<file path="src/rtl/pmi_defines.vh">
// constants of the transceiver management and interrupt block
`ifndef PMI_DEFINES_VH
`define PMI_DEFINES_VH

// management register addresses
`define PMI_REG_BCTL 5'h00
`define PMI_REG_BSTS 5'h01
`define PMI_REG_LPAB 5'h05
`define PMI_REG_ANEX 5'h06
`define PMI_REG_EDCF 5'h10
`define PMI_REG_MCSR 5'h11
`define PMI_REG_SCSI 5'h1b
`define PMI_REG_FLAG 5'h1d
`define PMI_REG_MASK 5'h1e
`define PMI_UNSUPPORTED 16'hffff

// basic control fields
`define PMI_BCTL_RESET 16'h3100
`define PMI_BCTL_WMASK 16'h3100
`define PMI_BCTL_SPEED 13
`define PMI_BCTL_AN 12
`define PMI_BCTL_RESTART 9
`define PMI_BCTL_DUPLEX 8

// basic status fields
`define PMI_BSTS_FIXED 16'h7809
`define PMI_BSTS_ANDONE 5
`define PMI_BSTS_RFAULT 4
`define PMI_BSTS_LINK 2
`define PMI_LPAB_ACK 14
`define PMI_ANEX_PDF 4
`define PMI_ANEX_PAGE 1

// vendor registers
`define PMI_EDCF_WMASK 16'h0003
`define PMI_EDCF_MANEXT 1
`define PMI_EDCF_EDEXT 0
`define PMI_MCSR_WMASK 16'h2040
`define PMI_MCSR_ENERGY_DETECT_POWERDOWN 13
`define PMI_MCSR_ALT 6
`define PMI_MCSR_ENERGY 1
`define PMI_SCSI_WMASK 16'he000
`define PMI_SCSI_OVR 15
`define PMI_SCSI_AUTO 14
`define PMI_SCSI_FIXED 13

// flag register: bits 9 down to 1
`define PMI_FLAG_RESET 16'h0080
`define PMI_FLAG_WMASK 16'h03fe
`define PMI_FLAG_LINKUP 9
`define PMI_FLAG_ENERGY 7
`define PMI_FLAG_LINKDN 4
`define PMI_FLAG_RFAULT 5
`define PMI_FLAG_PDF 2

// serial frame
`define PMI_PRE_ONES 6'h20
`define PMI_OP_READ 2'h2
`define PMI_OP_WRITE 2'h1
`define PMI_DATA_LAST 5'h0f
`define PMI_DATA_END 5'h10
`define PMI_HDR_LAST 4'hb

// energy re-assert timing
`define PMI_CLK_KHZ 200000
`define PMI_ENERGY_DELAY_MS 1000
`define PMI_ENERGY_PULSE_MS 256

`endif

</file>
<file path="src/rtl/pmi_energy_timer.v">
// delayed energy re-assert pulse after cable removal
`timescale 1ns/1ps
`default_nettype none
module pmi_energy_timer #(
	parameter DELAY_CYC = 200000000,
	parameter PULSE_CYC = 51200000
) (
	// clocking
	input wire clk,
	input wire rst,
	input wire ce,
	// events
	input wire arm,
	input wire maskOn,
	input wire energyFall,
	output reg pulse
);
	localparam [1:0] ST_IDLE = 2'h0;
	localparam [1:0] ST_ARMED = 2'h1;
	localparam [1:0] ST_WAIT = 2'h2;
	localparam [1:0] ST_PULSE = 2'h3;
	reg [1:0] state;
	reg [31:0] cnt;

	// armed by a deassert while energy stays high, fires after removal
	always @(posedge clk) begin
		if (rst) begin
			state <= ST_IDLE;
			cnt <= 32'h0;
			pulse <= 1'b0;
		end else if (ce) begin
			case (state)
			ST_IDLE: begin
				pulse <= 1'b0;
				if (arm)
					state <= ST_ARMED;
			end
			ST_ARMED: begin
				if (!maskOn)
					state <= ST_IDLE;
				else if (energyFall) begin
					state <= ST_WAIT;
					cnt <= 32'h0;
				end
			end
			ST_WAIT: begin
				if (cnt >= DELAY_CYC - 1) begin
					state <= ST_PULSE;
					cnt <= 32'h0;
					pulse <= maskOn;
				end else
					cnt <= cnt + 32'h1;
			end
			ST_PULSE: begin
				if (cnt >= PULSE_CYC - 1) begin
					state <= ST_IDLE;
					pulse <= 1'b0;
				end else
					cnt <= cnt + 32'h1;
			end
			default: state <= ST_IDLE;
			endcase
		end
	end
endmodule // pmi_energy_timer
`default_nettype wire

</file>
<file path="src/rtl/pmi_in_sync.v">
// three-stage synchroniser with agreement filter
`timescale 1ns/1ps
`default_nettype none
module pmi_in_sync #(
	parameter WIDTH = 2,
	parameter [WIDTH-1:0] INIT = {WIDTH{1'b0}}
) (
	// clocking
	input wire clk,
	input wire rst,
	input wire ce,
	// data
	input wire [WIDTH-1:0] din,
	output reg [WIDTH-1:0] dout
);
	reg [WIDTH-1:0] s1;
	reg [WIDTH-1:0] s2;
	reg [WIDTH-1:0] s3;

	// output moves only where stages two and three agree
	genvar i;
	generate
		for (i = 0; i < WIDTH; i = i + 1) begin : g_bit
			always @(posedge clk) begin
				if (rst) begin
					s1[i] <= INIT[i];
					s2[i] <= INIT[i];
					s3[i] <= INIT[i];
					dout[i] <= INIT[i];
				end else if (ce) begin
					s1[i] <= din[i];
					s2[i] <= s1[i];
					s3[i] <= s2[i];
					if (s2[i] == s3[i])
						dout[i] <= s3[i];
				end
			end
		end
	endgenerate
endmodule // pmi_in_sync
`default_nettype wire

</file>
<file path="src/rtl/pmi_phy_mgmt.v">
// transceiver management port, mode control and interrupt flags
`timescale 1ns/1ps
`default_nettype none
`include "pmi_defines.vh"

// How it works
// - autoneg off: speed and duplex follow the forced control bits
// - autoneg on: forced bits ignored, negotiated result used
// - half duplex: carrier on tx or rx, rx during tx is collision
// - full duplex: carrier follows rx only, no collision
// - crossover enable and fixed choice default from the straps
// - override bit set: crossover taken from software enable and state bits
// - forced modes: manual extension bit lengthens crossover time
// - energy-detect powerdown on: its extension bit lengthens crossover
// - unsupported register reads return all ones
// - unmasked flags combine into one interrupt output
// - output asserts only for masked-in events in either mode
// - primary mode after every reset, alternative only when selected
// - primary: flag set on assert event, cleared on deassert event, link-down cleared by read only
// - flags 9..1 with masks; set on rise, clear on fall or read, except link-down
// - link-down sets on link fall, clears on read of 1 or 29
// - fault and page flags also clear on reg 6 read, restart, link loss
// - link-up source is internal status not readable anywhere
// - wake source is OR of status 7:4 AND enable 3:0
// - energy mask on: 256 ms re-assert about 1 s after removal
// - energy flag reads one after reset if line energy stays present
// - alternative mode: write one clears flag only if deassert holds
module pmi_phy_mgmt #(
	parameter [4:0] PHY_ADDR = 5'h01,
	parameter ENERGY_DELAY_CYC = `PMI_ENERGY_DELAY_MS * `PMI_CLK_KHZ,
	parameter ENERGY_PULSE_CYC = `PMI_ENERGY_PULSE_MS * `PMI_CLK_KHZ
) (
	// clocking
	input wire clk,
	input wire rst,
	input wire ce,
	// management serial pins
	input wire mdc,
	input wire mdioIn,
	output reg mdioOut,
	output reg mdioOe,
	// straps
	input wire [1:0] autoMdixStrap,
	input wire [1:0] manualMdixStrap,
	// line status from the transceiver core
	input wire internalLinkUp,
	input wire linkStatus,
	input wire remoteFault,
	input wire anComplete,
	input wire negSpeed100,
	input wire negFullDuplex,
	input wire lineEnergyPresent,
	input wire [15:0] lpAbility,
	input wire [15:0] anExpansion,
	input wire [7:0] wakeCtrlStatus,
	input wire txActive,
	input wire rxActive,
	// resolved mode
	output reg speed100,
	output reg fullDuplex,
	output reg carrierSense,
	output reg collision,
	output reg crossoverAutoEnable,
	output reg crossoverFixedState,
	output reg crossoverTimeExtend,
	output reg energyDetectPowerdown,
	output reg anRestart,
	// interrupt to the system controller
	output reg phyIrq
);
	localparam [2:0] ST_PRE = 3'h0;
	localparam [2:0] ST_START = 3'h1;
	localparam [2:0] ST_HDR = 3'h2;
	localparam [2:0] ST_TA = 3'h3;
	localparam [2:0] ST_RDAT = 3'h4;
	localparam [2:0] ST_WDAT = 3'h5;

	wire mdcS;
	wire mdioS;
	reg mdcPrev;
	reg [2:0] state;
	reg [5:0] ones;
	reg [4:0] cnt;
	reg [10:0] hdr;
	reg isWrite;
	reg [4:0] regAddr;
	reg [15:0] shiftReg;
	reg rdPulse;
	reg wrPulse;
	reg [15:0] wrData;
	reg [15:0] bctl;
	reg [15:0] edcf;
	reg [15:0] mcsr;
	reg [15:0] scsi;
	reg [15:0] flags;
	reg [15:0] mask;
	reg strapAuto;
	reg strapFixed;
	reg [9:1] srcPrev;
	reg [15:0] readData;
	wire mdcRise;
	wire [11:0] hdrFull;
	wire [9:1] src;
	wire [9:1] setEv;
	wire [9:1] deassertOk;
	wire [9:1] clrEv;
	wire [15:0] nextFlags;
	wire energyPulse;
	wire altMode;
	wire rd1;
	wire rd6;
	wire rd29;
	wire wr29;
	wire linkFall;

	// address match, used for reads and for writes
	function hit;
		input [4:0] a;
		input [4:0] b;
		begin
			hit = (a == b);
		end
	endfunction

	// pin inputs cross into the clock domain
	pmi_in_sync #(
		.WIDTH(2),
		.INIT(2'b10)
	) u_sync (
		.clk(clk),
		.rst(rst),
		.ce(ce),
		.din({mdioIn, mdc}),
		.dout({mdioS, mdcS})
	);

	assign mdcRise = mdcS & ~mdcPrev;
	assign hdrFull = {hdr, mdioS};

	// serial frame: preamble, start, header, turnaround, data
	always @(posedge clk) begin
		if (rst) begin
			mdcPrev <= 1'b0;
			state <= ST_PRE;
			ones <= 6'h0;
			cnt <= 5'h0;
			hdr <= 11'h0;
			isWrite <= 1'b0;
			regAddr <= 5'h0;
			shiftReg <= 16'h0;
			rdPulse <= 1'b0;
			wrPulse <= 1'b0;
			wrData <= 16'h0;
			mdioOut <= 1'b1;
			mdioOe <= 1'b0;
		end else if (ce) begin
			mdcPrev <= mdcS;
			rdPulse <= 1'b0;
			wrPulse <= 1'b0;
			if (mdcRise) begin
				case (state)
				ST_PRE: begin
					if (mdioS) begin
						if (ones != `PMI_PRE_ONES)
							ones <= ones + 6'h1;
					end else if (ones == `PMI_PRE_ONES)
						state <= ST_START;
					else
						ones <= 6'h0;
				end
				ST_START: begin
					ones <= 6'h0;
					cnt <= 5'h0;
					state <= mdioS ? ST_HDR : ST_PRE;
				end
				ST_HDR: begin
					hdr <= hdrFull[10:0];
					cnt <= cnt + 5'h1;
					if (cnt[3:0] == `PMI_HDR_LAST) begin
						cnt <= 5'h0;
						regAddr <= hdrFull[4:0];
						isWrite <= (hdrFull[11:10] == `PMI_OP_WRITE);
						if (!hit(hdrFull[9:5], PHY_ADDR))
							state <= ST_PRE;
						else if (hdrFull[11:10] == `PMI_OP_READ) begin
							state <= ST_TA;
							shiftReg <= readData;
							rdPulse <= 1'b1;
						end else if (hdrFull[11:10] == `PMI_OP_WRITE)
							state <= ST_TA;
						else
							state <= ST_PRE;
					end
				end
				ST_TA: begin
					cnt <= 5'h1;
					if (cnt != 5'h0) begin
						cnt <= 5'h0;
						state <= ST_WDAT;
						if (!isWrite) begin
							mdioOut <= shiftReg[15];
							shiftReg <= {shiftReg[14:0], 1'b0};
							cnt <= 5'h1;
							state <= ST_RDAT;
						end
					end else if (!isWrite) begin
						mdioOe <= 1'b1;
						mdioOut <= 1'b0;
					end
				end
				ST_RDAT: begin
					if (cnt == `PMI_DATA_END) begin
						mdioOe <= 1'b0;
						mdioOut <= 1'b1;
						state <= ST_PRE;
					end else begin
						mdioOut <= shiftReg[15];
						shiftReg <= {shiftReg[14:0], 1'b0};
						cnt <= cnt + 5'h1;
					end
				end
				ST_WDAT: begin
					shiftReg <= {shiftReg[14:0], mdioS};
					cnt <= cnt + 5'h1;
					if (cnt == `PMI_DATA_LAST) begin
						wrData <= {shiftReg[14:0], mdioS};
						wrPulse <= 1'b1;
						state <= ST_PRE;
					end
				end
				default: state <= ST_PRE;
				endcase
			end
		end
	end

	// register read view, all ones where nothing is mapped
	always @* begin
		readData = `PMI_UNSUPPORTED;
		case (hdrFull[4:0])
		`PMI_REG_BCTL: readData = bctl;
		`PMI_REG_BSTS: begin
			readData = `PMI_BSTS_FIXED;
			readData[`PMI_BSTS_ANDONE] = anComplete;
			readData[`PMI_BSTS_RFAULT] = remoteFault;
			readData[`PMI_BSTS_LINK] = linkStatus;
		end
		`PMI_REG_LPAB: readData = lpAbility;
		`PMI_REG_ANEX: readData = anExpansion;
		`PMI_REG_EDCF: readData = edcf;
		`PMI_REG_MCSR: begin
			readData = mcsr;
			readData[`PMI_MCSR_ENERGY] = lineEnergyPresent;
		end
		`PMI_REG_SCSI: readData = scsi;
		`PMI_REG_FLAG: readData = flags;
		`PMI_REG_MASK: readData = mask;
		default: readData = `PMI_UNSUPPORTED;
		endcase
	end

	// writable registers; primary mode after every reset
	always @(posedge clk) begin
		if (rst) begin
			bctl <= `PMI_BCTL_RESET;
			edcf <= 16'h0;
			mcsr <= 16'h0;
			scsi <= 16'h0;
			mask <= 16'h0;
			anRestart <= 1'b0;
			strapAuto <= |autoMdixStrap;
			strapFixed <= |manualMdixStrap;
		end else if (ce) begin
			anRestart <= 1'b0;
			if (wrPulse) begin
				if (hit(regAddr, `PMI_REG_BCTL)) begin
					bctl <= wrData & `PMI_BCTL_WMASK;
					anRestart <= wrData[`PMI_BCTL_RESTART];
				end
				if (hit(regAddr, `PMI_REG_EDCF))
					edcf <= wrData & `PMI_EDCF_WMASK;
				if (hit(regAddr, `PMI_REG_MCSR))
					mcsr <= wrData & `PMI_MCSR_WMASK;
				if (hit(regAddr, `PMI_REG_SCSI))
					scsi <= wrData & `PMI_SCSI_WMASK;
				if (hit(regAddr, `PMI_REG_MASK))
					mask <= wrData & `PMI_FLAG_WMASK;
			end
		end
	end

	// interrupt sources in flag bit order
	assign src[9] = internalLinkUp;
	assign src[8] = |(wakeCtrlStatus[7:4] & wakeCtrlStatus[3:0]);
	assign src[7] = lineEnergyPresent;
	assign src[6] = anComplete;
	assign src[5] = remoteFault;
	assign src[4] = linkStatus;
	assign src[3] = lpAbility[`PMI_LPAB_ACK];
	assign src[2] = anExpansion[`PMI_ANEX_PDF];
	assign src[1] = anExpansion[`PMI_ANEX_PAGE];

	assign altMode = mcsr[`PMI_MCSR_ALT];
	assign rd1 = rdPulse & hit(regAddr, `PMI_REG_BSTS);
	assign rd6 = rdPulse & hit(regAddr, `PMI_REG_ANEX);
	assign rd29 = rdPulse & hit(regAddr, `PMI_REG_FLAG);
	assign wr29 = wrPulse & hit(regAddr, `PMI_REG_FLAG);
	assign linkFall = srcPrev[4] & ~linkStatus;

	// per-flag set and clear; set wins over any clear
	genvar i;
	generate
		for (i = 1; i <= 9; i = i + 1) begin : g_flag
			if (i == `PMI_FLAG_LINKDN) begin : g_dn
				assign setEv[i] = srcPrev[i] & ~src[i];
				assign deassertOk[i] = src[i];
				assign clrEv[i] = altMode ? (wr29 & wrData[i] & deassertOk[i])
					: (rd1 | rd29);
			end else begin : g_up
				wire extra;
				if (i == `PMI_FLAG_RFAULT) begin : g_rf
					assign extra = rd1;
				end else if (i <= `PMI_FLAG_PDF) begin : g_an
					assign extra = rd6 | anRestart | linkFall;
				end else begin : g_none
					assign extra = 1'b0;
				end
				assign setEv[i] = src[i] & ~srcPrev[i];
				assign deassertOk[i] = ~src[i];
				assign clrEv[i] = altMode ? (wr29 & wrData[i] & deassertOk[i])
					: ((srcPrev[i] & ~src[i]) | rd29 | extra);
			end
			assign nextFlags[i] = setEv[i] | (flags[i] & ~clrEv[i]);
		end
	endgenerate
	assign nextFlags[15:10] = 6'h0;
	assign nextFlags[0] = 1'b0;

	// flag register and source history; energy flag starts set
	always @(posedge clk) begin
		if (rst) begin
			flags <= `PMI_FLAG_RESET;
			srcPrev <= 9'h0;
			srcPrev[`PMI_FLAG_ENERGY] <= 1'b1;
		end else if (ce) begin
			flags <= nextFlags;
			srcPrev <= src;
		end
	end

	// delayed energy re-assert after cable removal
	pmi_energy_timer #(
		.DELAY_CYC(ENERGY_DELAY_CYC),
		.PULSE_CYC(ENERGY_PULSE_CYC)
	) u_energy (
		.clk(clk),
		.rst(rst),
		.ce(ce),
		.arm(mask[`PMI_FLAG_ENERGY] & flags[`PMI_FLAG_ENERGY]
			& ~nextFlags[`PMI_FLAG_ENERGY] & lineEnergyPresent),
		.maskOn(mask[`PMI_FLAG_ENERGY]),
		.energyFall(srcPrev[`PMI_FLAG_ENERGY] & ~lineEnergyPresent),
		.pulse(energyPulse)
	);

	// resolved mode, carrier, crossover and interrupt outputs
	always @(posedge clk) begin
		if (rst) begin
			speed100 <= 1'b0;
			fullDuplex <= 1'b0;
			carrierSense <= 1'b0;
			collision <= 1'b0;
			crossoverAutoEnable <= 1'b0;
			crossoverFixedState <= 1'b0;
			crossoverTimeExtend <= 1'b0;
			energyDetectPowerdown <= 1'b0;
			phyIrq <= 1'b0;
		end else if (ce) begin
			if (bctl[`PMI_BCTL_AN]) begin
				speed100 <= negSpeed100;
				fullDuplex <= negFullDuplex;
			end else begin
				speed100 <= bctl[`PMI_BCTL_SPEED];
				fullDuplex <= bctl[`PMI_BCTL_DUPLEX];
			end
			if (fullDuplex) begin
				carrierSense <= rxActive;
				collision <= 1'b0;
			end else begin
				carrierSense <= rxActive | txActive;
				collision <= rxActive & txActive;
			end
			if (scsi[`PMI_SCSI_OVR]) begin
				crossoverAutoEnable <= scsi[`PMI_SCSI_AUTO];
				crossoverFixedState <= scsi[`PMI_SCSI_FIXED];
			end else begin
				crossoverAutoEnable <= strapAuto;
				crossoverFixedState <= strapFixed;
			end
			crossoverTimeExtend <=
				(~bctl[`PMI_BCTL_AN] & edcf[`PMI_EDCF_MANEXT])
				| (mcsr[`PMI_MCSR_ENERGY_DETECT_POWERDOWN] & edcf[`PMI_EDCF_EDEXT]);
			energyDetectPowerdown <= mcsr[`PMI_MCSR_ENERGY_DETECT_POWERDOWN];
			phyIrq <= |(flags & mask) | energyPulse;
		end
	end
endmodule // pmi_phy_mgmt
`default_nettype wire
</file>
<file path="config.mk">
export PLATFORM = sky130hd
export DESIGN_NAME = pmi_phy_mgmt
export DESIGN_NICKNAME = d
export VERILOG_FILES = /design/src/rtl/pmi_energy_timer.v /design/src/rtl/pmi_in_sync.v /design/src/rtl/pmi_phy_mgmt.v
export VERILOG_INCLUDE_DIRS = /design/src /design/src/rtl
export SDC_FILE = /design/constraint.sdc
export NUM_CORES = 1
export LEC_CHECK = 0
export BUFFER_PORTS_ARGS = -buffer_cell sky130_fd_sc_hd__buf_2
export CORE_MARGIN = 8
export CORE_UTILIZATION = 50
export DETAILED_ROUTE_END_ITERATION = 16
export GPL_TIMING_DRIVEN = 0
export HOLD_SLACK_MARGIN = 0.05
export PLACE_DENSITY = 0.77
export RECOVER_POWER = 100
export SYNTH_ARGS = -nofsm -noshare
export SYNTH_HDL_FRONTEND = slang
export SYNTH_SLANG_ARGS = --single-unit
</file>
<file path="constraint.sdc">
create_clock -name clk -period 2.1 [get_ports clk]
set_clock_uncertainty 0.15 [all_clocks]
set_input_delay 0.105 -clock clk [delete_from_list [all_inputs] [get_ports clk]]
set_output_delay 0.105 -clock clk [all_outputs]
set_load 0.01 [all_outputs]
</file>
Word level (Yosys, flattened, before mapping). Cells that the tools add are included.

Flip-flop bits (word level): 160. Input bits: 58. Logic and storage cells: 324.

$add $sub $neg: 3. Order comparisons: 2. Equality and inequality tests: 53. Multiplexer cells: 77. Bitwise gates (word level): 112. Reductions and logical operators: 34.

Operator list (number): 16-bit one-hot mux with 9 select lines (1); 32-bit two-way mux (4); 16-bit two-way mux (6); 32-bit one-hot mux with 3 select lines (1); 16-bit one-hot mux with 4 select lines (1); 1-bit bitwise AND (55); 5-bit == test (second input constant) (11); 1-bit two-way mux (37); 32-bit by 1-bit adder with 32-bit output (second input constant) (1); 32-bit by 26-bit greater-or-equal comparator with 1-bit output (second input constant) (1); 32-bit by 28-bit greater-or-equal comparator with 1-bit output (second input constant) (1); 1-bit inverter (29); 2-bit inequality test (second input constant) (13); 1-bit OR (26); 5-bit one-hot mux with 5 select lines (1); 4-bit AND reduction (5); 2-bit two-way mux (9); 3-bit two-way mux (6); 6-bit two-way mux (3); 3-bit one-hot mux with 6 select lines (1); 3-bit AND reduction (6); 16-bit OR reduction (1); 5-bit by 1-bit == test with 1-bit output (second input constant) (3); 5-bit by 3-bit == test with 1-bit output (second input constant) (3); other kinds (36) (56).

Depth between registers and ports, before layout. Gate-level depths: netlist of the first run.

Depth in word-level cells: 13. Depth in mapped cells: 9. Mapped depth without buffers: 8.

Cells and area by module. A second synthesis of the first run with hierarchy kept.

Cell total of the unflattened synthesis: 984. Area, all modules: 8107.8 µm².

By module, submodules not included: pmi_phy_mgmt (times used 1, cells each 710, area an instance 5856.9 µm², seq. area each 2322.2 µm²); pmi_energy_timer (times used 1, cells each 243, area an instance 1941.9 µm², seq. area each 700.7 µm²); pmi_in_sync (times used 1, cells each 31, area an instance 309.0 µm², seq. area each 160.2 µm²).

Worst setup path before layout of the first run. OpenSTA, ideal clock, no wires.

Path kind: register to register. Start: register state[2]. End: register shiftReg[5]. Setup time: 0.071 ns. Data arrival time: 1.995 ns. Required time: 1.879 ns. Path slack: -0.116 ns. Cell stages (with the launch flop): 9. Buffers on the path: 2. Clock period less this slack: 2.216 ns. Path through: dfxtp_1 buf_2 inv_1 ha_1 o21ai_0 a2111oi_4 buf_2 o221ai_1 a21oi_1.

Longest elaborated chain between the ends: 3. Elaborated cells between the ends (all ways): 13.

Ends and longest elaborated chain: start, declared (RTL line pmi_phy_mgmt.v:81) `reg [2:0] state;`; start signal, assigned (RTL line pmi_phy_mgmt.v:174) `state <= mdioS ? ST_HDR : ST_PRE;`; 3-bit == test / 3-bit by 2-bit == test with 1-bit output (equally long branches) (RTL line pmi_phy_mgmt.v:161) `case (state)`; 4-bit nonzero test (no line) / 2-bit inequality test (equally long branches); 9-bit AND reduction (no line); end signal, assigned (RTL line pmi_phy_mgmt.v:187) `shiftReg <= readData;`; end signal, assigned (RTL line pmi_phy_mgmt.v:202) `shiftReg <= {shiftReg[14:0], 1'b0};`; end signal, assigned (RTL line pmi_phy_mgmt.v:218) `shiftReg <= {shiftReg[14:0], 1'b0};`; end, declared (RTL line pmi_phy_mgmt.v:87) `reg [15:0] shiftReg;`.

Parallel ways exist; a longest one is shown, timed or not. A chain may end at the register's enable or synchronous reset.

Worst setup path in the final report of the first run.
Start: register cnt[0]. End: register state[1].

Longest elaborated chain between the ends: 3. Elaborated cells between the ends (all ways): 9.

Ends and longest elaborated chain: start, declared (RTL line pmi_phy_mgmt.v:83) `reg [4:0] cnt;`; start signal, assigned (RTL line pmi_phy_mgmt.v:178) `cnt <= cnt + 5'h1;`; start signal, assigned (RTL line pmi_phy_mgmt.v:219) `cnt <= cnt + 5'h1;`; start signal, assigned (RTL line pmi_phy_mgmt.v:224) `cnt <= cnt + 5'h1;`; 5-bit by 4-bit == test with 1-bit output (no line), or another cell as far along; 2-bit inequality test (no line); 8-bit AND reduction (no line) (*).

Mark *: on every way between the ends. The rest lies on a longest branch, timed or not.

==> metrics.md, run 1 <==
| Metric | Value |
|---|---|
| Count of final setup violators | 59 |
| Pwr dens | 634 nW/um2 |
| Die ar. | 19900 um2 |
| Setup TNS | -6.48 ns |
| Post-Route WL | 25900 um |
| Simple-Gate Fraction of Synth Area | 25.3% |
| Slew @ Worst Pin | 0.845 ns |
| Number of synthesized flops with an enable pin | 2 |
| Cell taking the most area after synthesis | dfxtp_1 |
| Leakage power | 3.73 nW |
| Clock transition at the registers of the reported paths | 0.07 ns |
| XOR/XNOR Fraction of Synth Area | 3.25% |
| Hold Vio Cnt, Final | 0 |
| Commonest cells in the netlist | dfxtp_1, nand2_1, nor2_1 |
| Most common cell in the netlist | dfxtp_1 |
| Die H | 141 um |
| Crit end category | flip-flop |
| Slew Viols, Final | 0 |
| Peak Freq | 0.433 GHz |
| CP Launch Type | flip-flop |
| Fin area | 10400 um2 |
| Final net count | 1178 |
| Synth warnings | 0 |
| Adder-Cell Fraction of Synth Area | 1.76% |
| Post-synthesis compound-gate area fraction | 18.8% |
| Mapped cell area | 7800 um2 |
| CTS root buffer | clkbuf_16 |
| First-pass GRT wire length | 39400 um |
| Tightest Hold Check Type | in -> reg |
| Hold WS | 0.0677 ns |
| Global-route usage over all layers | 24.9% |
| Rel. slew slack | 43.7% |
| Routed wl met2 | 12000 um |
| Worst-Skew Late Latency | 0.43 ns |
| PnR worst setup slack | -0.208 ns |
| Post-synthesis cell type count | 70 |
| Initial Util | 51.2% |
| Maximum VDD drop | 671 uV |
| Fin cells | 1333 |
| Core Util, Final | 68.4% |
| Synth Net Count | 1017 |
| Antenna-violating nets left | 0 |
| Clock buffer depth | 2 |
| Max-cap violation count | 0 |
| Core Box Area | 15300 um2 |
| Status | complete, but fails checks |
| Arrival time worst endpoint | 2.51 ns |
| WS Path Type | reg -> reg |
| Area grow syn2layout | 33.7% |
| ANT cells | 0 |
| Yosys reg bits | 158 |
| Sequential share of the synthesized area | 40.8% |
| Multiplexer area fraction after synthesis | 5.93% |
| GP Congestion | 0.901 |
| CP max FO | 4 |
| Asr flop ratio synth | 0% |
| Cell total after placement | 1228 |
| # fillers | 1113 |
| Largest net degree at the start of global routing | 17 |
| Residual DRC | 0 |
| Overall power | 6.62 mW |
| Number of global-route vias before repair | 7477 |
| Share of cells above drive strength 1 | 25.9% |
| Post-DP HPWL | 16800 um |
| Top-area cell type share of the netlist area | 40.0% |
| Pre-CTS setup slack | -0.729 ns |
| Vias | 8063 |
| Largest family of logic cells by synthesized area | simple AND/OR/NAND/NOR gates |
| Area contributors post-synth | dfxtp_1, mux2i_1, nand2_1 |
| First-pass detailed-route iteration total | 5 |
| Post-synth top flop | dfxtp_1 |
| Violations in the final reports | negative setup slack |
| Tcrit/Tclk final | 110% |
| DR WL met3 | 2630 um |
| WL/cell | 19.4 um |
| Row count | 45 |
| TritonCTS clock tree | yes |
| Fin crit period | 2.31 ns |
| Initial antenna violation count | 0 |
| Mapped Cells | 948 |
| Htree depth | 4 |
| CTS Buf Count | 17 |
| Met1 Wirelength | 10500 um |
| Horiz. Die Dim | 141 um |
| DR top layer | met4 |
| I/O Pins | 70 |
| Syn avg cell area | 8.23 um2 |
| CTS Sinks | 158 |
| Area post-placement | 8500 um2 |
| Via density | 6.05 |
| Port bufs | 69 |
| Remaining Overflow, GRT | 0 |
| Initial DRC count | 819 |
| Unrepaired setup endpoints after global routing | yes |
| Worst EP required | 2.30 ns |
==> state kept, by name, summed over array words and instances, names as in the netlist, 3 cells and up, named ones only <==
| name | cells |
|---|---|
| u_energy.cnt | 32 |
| ones | 6 |
| bctl | 3 |
| cnt | 5 |
| flags | 9 |
| mask | 9 |
| regAddr | 5 |
| scsi | 3 |
| shiftReg | 16 |
| hdr | 11 |
| srcPrev | 9 |
| state | 3 |
| wrData | 14 |
==> power by group <==
group	internal, mW	switching, mW
clock	1.79	1.38
sequential	3.03	0.0367
combinational	0.175	0.208
==> worst paths after layout <==
| check | start | to | slack (ns) | depth (start not counted) |
|---|---|---|---|---|
| hold reg to reg | srcPrev[8] | flags[8] | 0.31 | 1 |
| setup reg to reg | cnt[0] | state[1] | -0.21 | 8 |
| setup / recovery | cnt[0] | state[1] | -0.21 | 8 |
| hold / removal | ce | flags[5] | 0.07 | 4 |
==> placed cells by master (no fill, tap or decap), types with 8 or more instances in the layout <==
| cell type | n |
|---|---|
| dfxtp_1 | 132 |
| and3_1 | 16 |
| buf_4 | 33 |
| inv_1 | 26 |
| a21oi_2 | 9 |
| nor2b_1 | 9 |
| nand2_1 | 105 |
| buf_2 | 73 |
| nand3_1 | 47 |
| nand3b_1 | 13 |
| clkbuf_1 | 20 |
| a22oi_1 | 29 |
| or3_1 | 8 |
| nor2_4 | 8 |
| a21oi_1 | 73 |
| clkbuf_16 | 17 |
| nand2b_1 | 9 |
| nor3_1 | 9 |
| mux2i_1 | 44 |
| dfxtp_2 | 18 |
| buf_6 | 17 |
| dlygate4sd3_1 | 39 |
| o21ai_0 | 25 |
| nor2_2 | 15 |
| o211ai_1 | 13 |
| nand4_1 | 17 |
| nor2_1 | 85 |
| xor2_1 | 21 |
==> repair_timing <==
action,4_1_cts,5_1_grt
setup endpoints to repair,78,93
gates cloned,4,1
buffers inserted,25,13
endpoints found under the hold margin,38,0
gates resized for setup,87,111
pin swaps,38,40
hold buffers,39,0
==> kinds of logic after synthesis <==
logic type | after synthesis
buffers and inverters | 82
XOR/XNOR | 29
adder cells (fa/ha/maj) | 11
AO/OA/AOI/OAI | 224
multiplexers | 46
flip-flops | 158
AND/OR/NAND/NOR | 398
==> worst max-delay path, cell delays in order (launching register included) <==
cell,delay [ns]
dfxtp_4,0.38
ha_4,0.15
buf_4,0.11
and3_1,0.17
ha_2,0.18
mux2i_1,0.08
a221o_1,0.35
or4_1,0.52
a21oi_2,0.15
==> area by class of cell <==
| cell class | count | area, um2 | area share [%] |
|---|---|---|---|
| multi-input cells | 708 | 4860 | 46.6 |
| plain buffers | 46 | 282 | 2.70 |
| flip-flops and latches | 158 | 3230 | 30.9 |
| well taps | 211 | 264 | 2.53 |
| clock inverters | 15 | 178 | 1.70 |
| inverters | 29 | 116 | 1.11 |
| clock buffers | 17 | 425 | 4.08 |
| repair buffers | 149 | 1080 | 10.4 |
==> metal layers <==
| layer | vias to the layer above | global-route usage, % |
|---|---|---|
| li1 | 3753 | - |
| met1 | 3821 | 32.2 |
| met2 | 418 | 38.4 |
| met3 | 71 | 7.43 |
| met4 | 0 | 9.22 |
| met5 | - | 0 |
No activity file was read; power rests on OpenSTA's default activity.
==> run 2, diff against run 1 <==
- CORE_UTILIZATION: 50 -> 29
- PLACE_DENSITY: 0.77 -> 0.51
==> run 2 against run 1 <==
  * The flow still finishes with violations (negative setup slack)
  * Worst hold slack got worse by 0.043 ns
  * Combinational power is 2% higher
  * Die area rose by 63%
  * Utilization decreased by 28 points
  * Global-route usage shrank 8.3 points
  * First-iteration DRC count down 15%
  * Fmax fell by 0.77%
  * Critical path type unchanged
  * Highest routed layer unchanged
==> metrics.md, run 2 (synthesis gave the netlist of run 1 again) <==
| Metric | Value |
|---|---|
| CP max FO | 3 (-1) |
| Status | complete, but fails checks |
| Die H | 180 um (+28%) |
| Via density | 5.38 (-11%) |
| Largest registers | u_energy.cnt: 32 flops, shiftReg: 16 flops, wrData: 14 flops |
| Top reg by flops | u_energy.cnt |
| Final net count | 1195 (+1.4%) |
| Tightest Hold Check Type | in -> reg |
| Number of global-route vias before repair | 7635 (+2.1%) |
| CP Launch Type | flip-flop |
| I/O Pins | 70 (unchanged) |
| Pwr dens | 610 nW/um2 (-3.9%) |
| Clock buffer depth | 2 (unchanged) |
| First-pass detailed-route iteration total | 5 (unchanged) |
| Maximum VDD drop | 629 uV (-6.3%) |
| ANT cells | 0 (unchanged) |
| Reg-to-reg endpoint | state[1] |
| Worst EP required | 2.31 ns (about the same) |
| Die ar. | 32400 um2 (+63%) |
| Remaining Overflow, GRT | 0 (unchanged) |
| Overall power | 6.65 mW (+0.39%) |
| CTS Buf Count | 17 (unchanged) |
| Unrepaired setup endpoints after global routing | yes |
| WL/cell | 19.0 um (-2.4%) |
| Largest net degree at the start of global routing | 18 (+1) |
| Horiz. Die Dim | 180 um (+28%) |
| Post-DP HPWL | 19200 um (+14%) |
| GP Congestion | 0.830 (-8.0%) |
| Initial antenna violation count | 0 (unchanged) |
| Worst r2r src | cnt[1] |
| Row count | 60 (+33%) |
| Crit path capture | state[1] |
| Leakage power | 3.81 nW (+2.2%) |
| First-pass GRT wire length | 42800 um (+8.7%) |
| Crit end category | flip-flop |
| Commonest non-fill, non-tap cells in the layout | dfxtp_1, nand2_1, nor2_1 |
| Largest register FFs | 32 (unchanged) |
| Count of final setup violators | 78 (+32%) |
| Port bufs | 69 (unchanged) |
| Setup TNS | -6.27 ns (+0.202 ns) |
| Fin crit period | 2.33 ns (+0.0179 ns) |
| Antenna-violating nets left | 0 (unchanged) |
| Vias | 7963 (-1.2%) |
| Htree depth | 4 (unchanged) |
| Area grow syn2layout | 39.7% |
| Tcrit/Tclk final | 111% (+0.85 points) |
| PnR worst setup slack | -0.226 ns (-0.0179 ns) |
| Initial Util | 29.2% (-22 points) |
| Peak Freq | 0.430 GHz (-0.77%) |
| Setup slack, reg-to-reg | -0.23 ns (-0.02 ns) |
| Worst-Skew Late Latency | 0.45 ns (+0.02 ns) |
| Share of cells above drive strength 1 | 28.4% (+2.5 points) |
| TritonCTS clock tree | yes |
| Slew Viols, Final | 0 (unchanged) |
| Leading cell type in the layout, fill and taps excluded | dfxtp_1 |
| Post-Route WL | 28100 um (+8.3%) |
| Global-route usage over all layers | 16.6% (-8.3 points) |
| Arrival time worst endpoint | 2.53 ns (+0.02 ns) |
| Violations in the final reports | negative setup slack |
| Rel. slew slack | 33.8% (-9.9 points) |
| Slew @ Worst Pin | 0.994 ns (+0.149 ns) |
| R2R depth | 7 (-1) |
| Initial DRC count | 695 (-15%) |
| Residual DRC | 0 (unchanged) |
| CTS Sinks | 158 (unchanged) |
| Max-cap violation count | 0 (unchanged) |
| Core Box Area | 26700 um2 (+75%) |
| Clock transition at the registers of the reported paths | 0.07 ns (about the same) |
| Hold Vio Cnt, Final | 0 (unchanged) |
| CTS root buffer | clkbuf_16 |
| Worst setup startpoint | cnt[1] |
| WS Path Type | reg -> reg |
[run 2: power breakdown]
part	switching, mW	internal (mW)	total (mW)
combinational	0.218	0.170	0.388
clock	1.49	1.70	3.19
sequential	0.0364	3.03	3.07
[run 2: through the flow]
step	hold slack (ns)	cell area, um2	std cells	util [%]	setup WS [ns]
floorplan	0.0675	7890	948	-	-0.0390
global placement	0.195	8660	1358	32.4	-0.841
detailed placement	0.211	8660	1358	32.4	-0.893
CTS	0.0512	10400	1461	38.9	-0.203
global route	0.0522	10900	1480	40.8	-0.277
finish	0.0246	10900	1480	40.8	-0.226
[run 2: how the worst min path moves through the flow]
| stage | startpoint | slack, ns | endpoint | cells after the start |
|---|---|---|---|---|
| 6_report | lpAbility[8] | 0.02 | shiftReg[8] | 5 |
| 5_1_grt | anExpansion[7] | 0.05 | shiftReg[7] | 5 |
| 4_1_cts | anExpansion[7] | 0.05 | shiftReg[7] | 5 |
| 3_5_place_dp | mdc | 0.21 | u_sync.s1[0] | 3 |
| 3_3_place_gp | mdc | 0.19 | u_sync.s1[0] | 3 |
| 2_1_floorplan | rst | 0.07 | strapAuto | 0 |
[run 2: final cells by class]
class,count,area [um2]
sequential,158,3230
fill,2668,15800
clock inverter,15,169
clock buffer,17,425
buffer,46,304
tap,341,427
multi-input combinational,708,5000
timing repair buffer,166,1240
inverter,29,113
[run 2: repair_timing]
item	in CTS	in global routing
cloned	5	0
hold buffers	37	2
pin swaps	53	57
endpoints found under the setup margin	89	100
hold endpoints to repair	37	2
setup buffers	35	20
gates resized for setup	140	107
[run 2: per-layer routing]
metal,up-vias,track usage (%),routed length [um]
li1,3792,-,-
met1,3913,21.6,13100
met2,223,27.2,13300
met3,35,3.31,1260
met4,0,5.29,432
met5,-,0,0
[run 2: worst max-delay path: stages (launching register included)]
cell	delay, ns
dfxtp_4	0.37
ha_4	0.16
nand2_4	0.05
o21a_1	0.20
a211o_4	0.34
a221o_1	0.30
or4_1	0.53
a21oi_1	0.14
==> run 3, diff against run 2 <==
- PLACE_DENSITY: 0.51 -> 0.48
==> run 3 against run 2 <==
  * The run still ends with negative setup slack left
  * Sequential cell count unchanged
  * Combinational power barely moved
  * Total power grew 4.0%
  * First-iteration DRC count fell by 35%
  * Final cell count up 0.47%
  * Clock-buffer cell count stayed put
  * Via count fell by 2.1%
  * Critical path depth grew 2
  * Setup slack improved by 0.053 ns
  * Design area is 0.68% higher
  * Critical endpoint is now shiftReg[9]
==> metrics.md, run 3 (synthesis gave the netlist of run 1 again) <==
| Metric | Value |
|---|---|
| Status | complete, but fails checks |
| Violations in the final reports | negative setup slack |
| Antenna-violating nets left | 0 (unchanged) |
| Commonest non-fill, non-tap cells in the layout | dfxtp_1, nand2_1, nor2_1 |
| Initial antenna violation count | 0 (unchanged) |
| R2R depth | 9 (+2) |
| Core Util, Final | 41.1% (+0.28 points) |
| Setup slack, reg-to-reg | -0.17 ns (+0.05 ns) |
| Largest registers | u_energy.cnt: 32 flops, shiftReg: 16 flops, wrData: 14 flops |
| Remaining Overflow, GRT | 0 (unchanged) |
| Tcrit/Tclk final | 108% (-2.5 points) |
| Htree depth | 4 (unchanged) |
| Fin crit period | 2.27 ns (-0.0527 ns) |
| Min-delay src | anExpansion[2] |
| Port bufs | 69 (unchanged) |
| Hold path cells | 5 (unchanged) |
| CP max FO | 10 (+7) |
| Unrepaired setup endpoints after global routing | yes |
| Pre-CTS setup slack | -0.830 ns (+0.0628 ns) |
| Reg-to-reg endpoint | shiftReg[9] |
| Leading cell type in the layout, fill and taps excluded | dfxtp_1 |
| Peak Freq | 0.440 GHz (+2.3%) |
| Residual DRC | 0 (unchanged) |
| ANT cells | 0 (unchanged) |
| CTS root buffer | clkbuf_16 |
| Die H | 180 um (unchanged) |
| Worst r2r src | state[1] |
| Global-route usage over all layers | 16.7% (+0.090 points) |
| WL/cell | 18.7 um (-1.1%) |
| Tightest Hold Check Type | in -> reg |
| Initial Util | 29.2% (unchanged) |
| I/O Pins | 70 (unchanged) |
| Worst EP required | 2.30 ns (about the same) |
| Largest net degree at the start of global routing | 17 (-1) |
| WS Path Type | reg -> reg |
| Overall power | 6.91 mW (+4.0%) |
| Row count | 60 (unchanged) |
| GP Congestion | 0.831 (+0.12%) |
| Largest register FFs | 32 (unchanged) |
| Max-cap violation count | 0 (unchanged) |
| Horiz. Die Dim | 180 um (unchanged) |
| Post-DP HPWL | 19300 um (+0.56%) |
| Via density | 5.24 (-2.5%) |
| Count of final setup violators | 56 (-28%) |
| # fillers | 2680 (+0.45%) |
| Rel. slew slack | 39.2% (+5.4 points) |
| First-pass GRT wire length | 43200 um (+0.86%) |
| Share of cells above drive strength 1 | 28.3% (-0.17 points) |
| Number of global-route vias before repair | 7548 (-1.1%) |
| Leakage power | 3.85 nW (+1.1%) |
| Final net count | 1202 (+0.59%) |
| Vias | 7799 (-2.1%) |
| Maximum VDD drop | 478 uV (-24%) |
| CP Launch Type | flip-flop |
| Hold EP | shiftReg[2] |
| Initial DRC count | 455 (-35%) |
| PnR worst setup slack | -0.173 ns (+0.0527 ns) |
| CTS Sinks | 158 (unchanged) |
| CTS Buf Count | 17 (unchanged) |
| Worst-Skew Late Latency | 0.42 ns (-0.03 ns) |
| Slew Viols, Final | 0 (unchanged) |
| Core Box Area | 26700 um2 (unchanged) |
| Clock transition at the registers of the reported paths | 0.07 ns (about the same) |
| TritonCTS clock tree | yes |
| Die ar. | 32400 um2 (unchanged) |
| First-pass detailed-route iteration total | 5 (unchanged) |
| Hold Vio Cnt, Final | 0 (unchanged) |
| Pwr dens | 630 nW/um2 (+3.3%) |
| Hold WS | 0.0853 ns (+0.0608 ns) |
| Arrival time worst endpoint | 2.47 ns (-0.06 ns) |
| Clock buffer depth | 2 (unchanged) |
| Post-Route WL | 27900 um (-0.64%) |
| Slew @ Worst Pin | 0.912 ns (-0.0817 ns) |
| Crit end category | flip-flop |
| Top reg by flops | u_energy.cnt |
| Area grow syn2layout | 40.7% |
-- run 3: critical path, stage by stage (launching register included) --
cell        delay, ns
dfxtp_2          0.36
buf_6            0.15
clkinvlp_4       0.14
ha_1             0.37
o21ai_2          0.10
a2111oi_4        0.27
buf_4            0.21
buf_6            0.14
o211ai_1         0.14
a21oi_1          0.16
-- run 3: worst max-delay path by stage --
stage	end	cells past startpoint	slack [ns]	start
global placement	shiftReg[0]	7	-0.83	u_sync.dout[1]
CTS	state[1]	7	-0.20	cnt[0]
floorplan	state[1]	7	-0.04	cnt[0]
detailed placement	shiftReg[8]	7	-0.83	u_sync.dout[1]
finish	shiftReg[9]	9	-0.17	state[1]
global route	shiftReg[11]	8	-0.25	cnt[1]
-- run 3: per-layer routing --
metal	routed length, um	global-route usage (%)	vias up
li1	-	-	3804
met1	12700	22.0	3762
met2	13100	27.5	204
met3	1500	3.29	29
met4	521	4.50	0
met5	0	0	-
-- run 3: power by group --
| group | leakage [nW] | switching, mW | internal, mW |
|---|---|---|---|
| Combinational | 2.24 | 0.209 | 0.178 |
| Sequential | 1.30 | 0.0408 | 3.03 |
| Clock | 0.314 | 1.42 | 2.04 |
-- run 3: layout make-up --
type / count / area [um2] / share of cell area, %
multi-input cells: 708 / 4960 / 45.2
inverters: 29 / 113 / 1.03
repair buffers: 174 / 1320 / 12.0
well taps: 341 / 427 / 3.89
clock buffers: 17 / 425 / 3.87
flip-flops and latches: 158 / 3230 / 29.4
clock inverters: 15 / 220 / 2.01
plain buffers: 45 / 279 / 2.54
-- run 3: per-stage QoR --
stage	cells	TNS, ns	area, um2
2_1_floorplan	948	-0.0390	7890
3_3_place_gp	1358	-28.44	8660
3_5_place_dp	1358	-29.02	8660
4_1_cts	1473	-5.29	10500
5_1_grt	1487	-13.14	11000
6_report	1487	-4.41	11000
-- run 3: what timing repair did --
item / 4_1_cts / 5_1_grt
cloned: 4 / 1
setup buffers: 37 / 20
pin swaps: 69 / 38
hold buffers: 45 / 0
resized for setup: 127 / 120
endpoints found under the hold margin: 39 / 0
endpoints found under the setup margin: 83 / 96
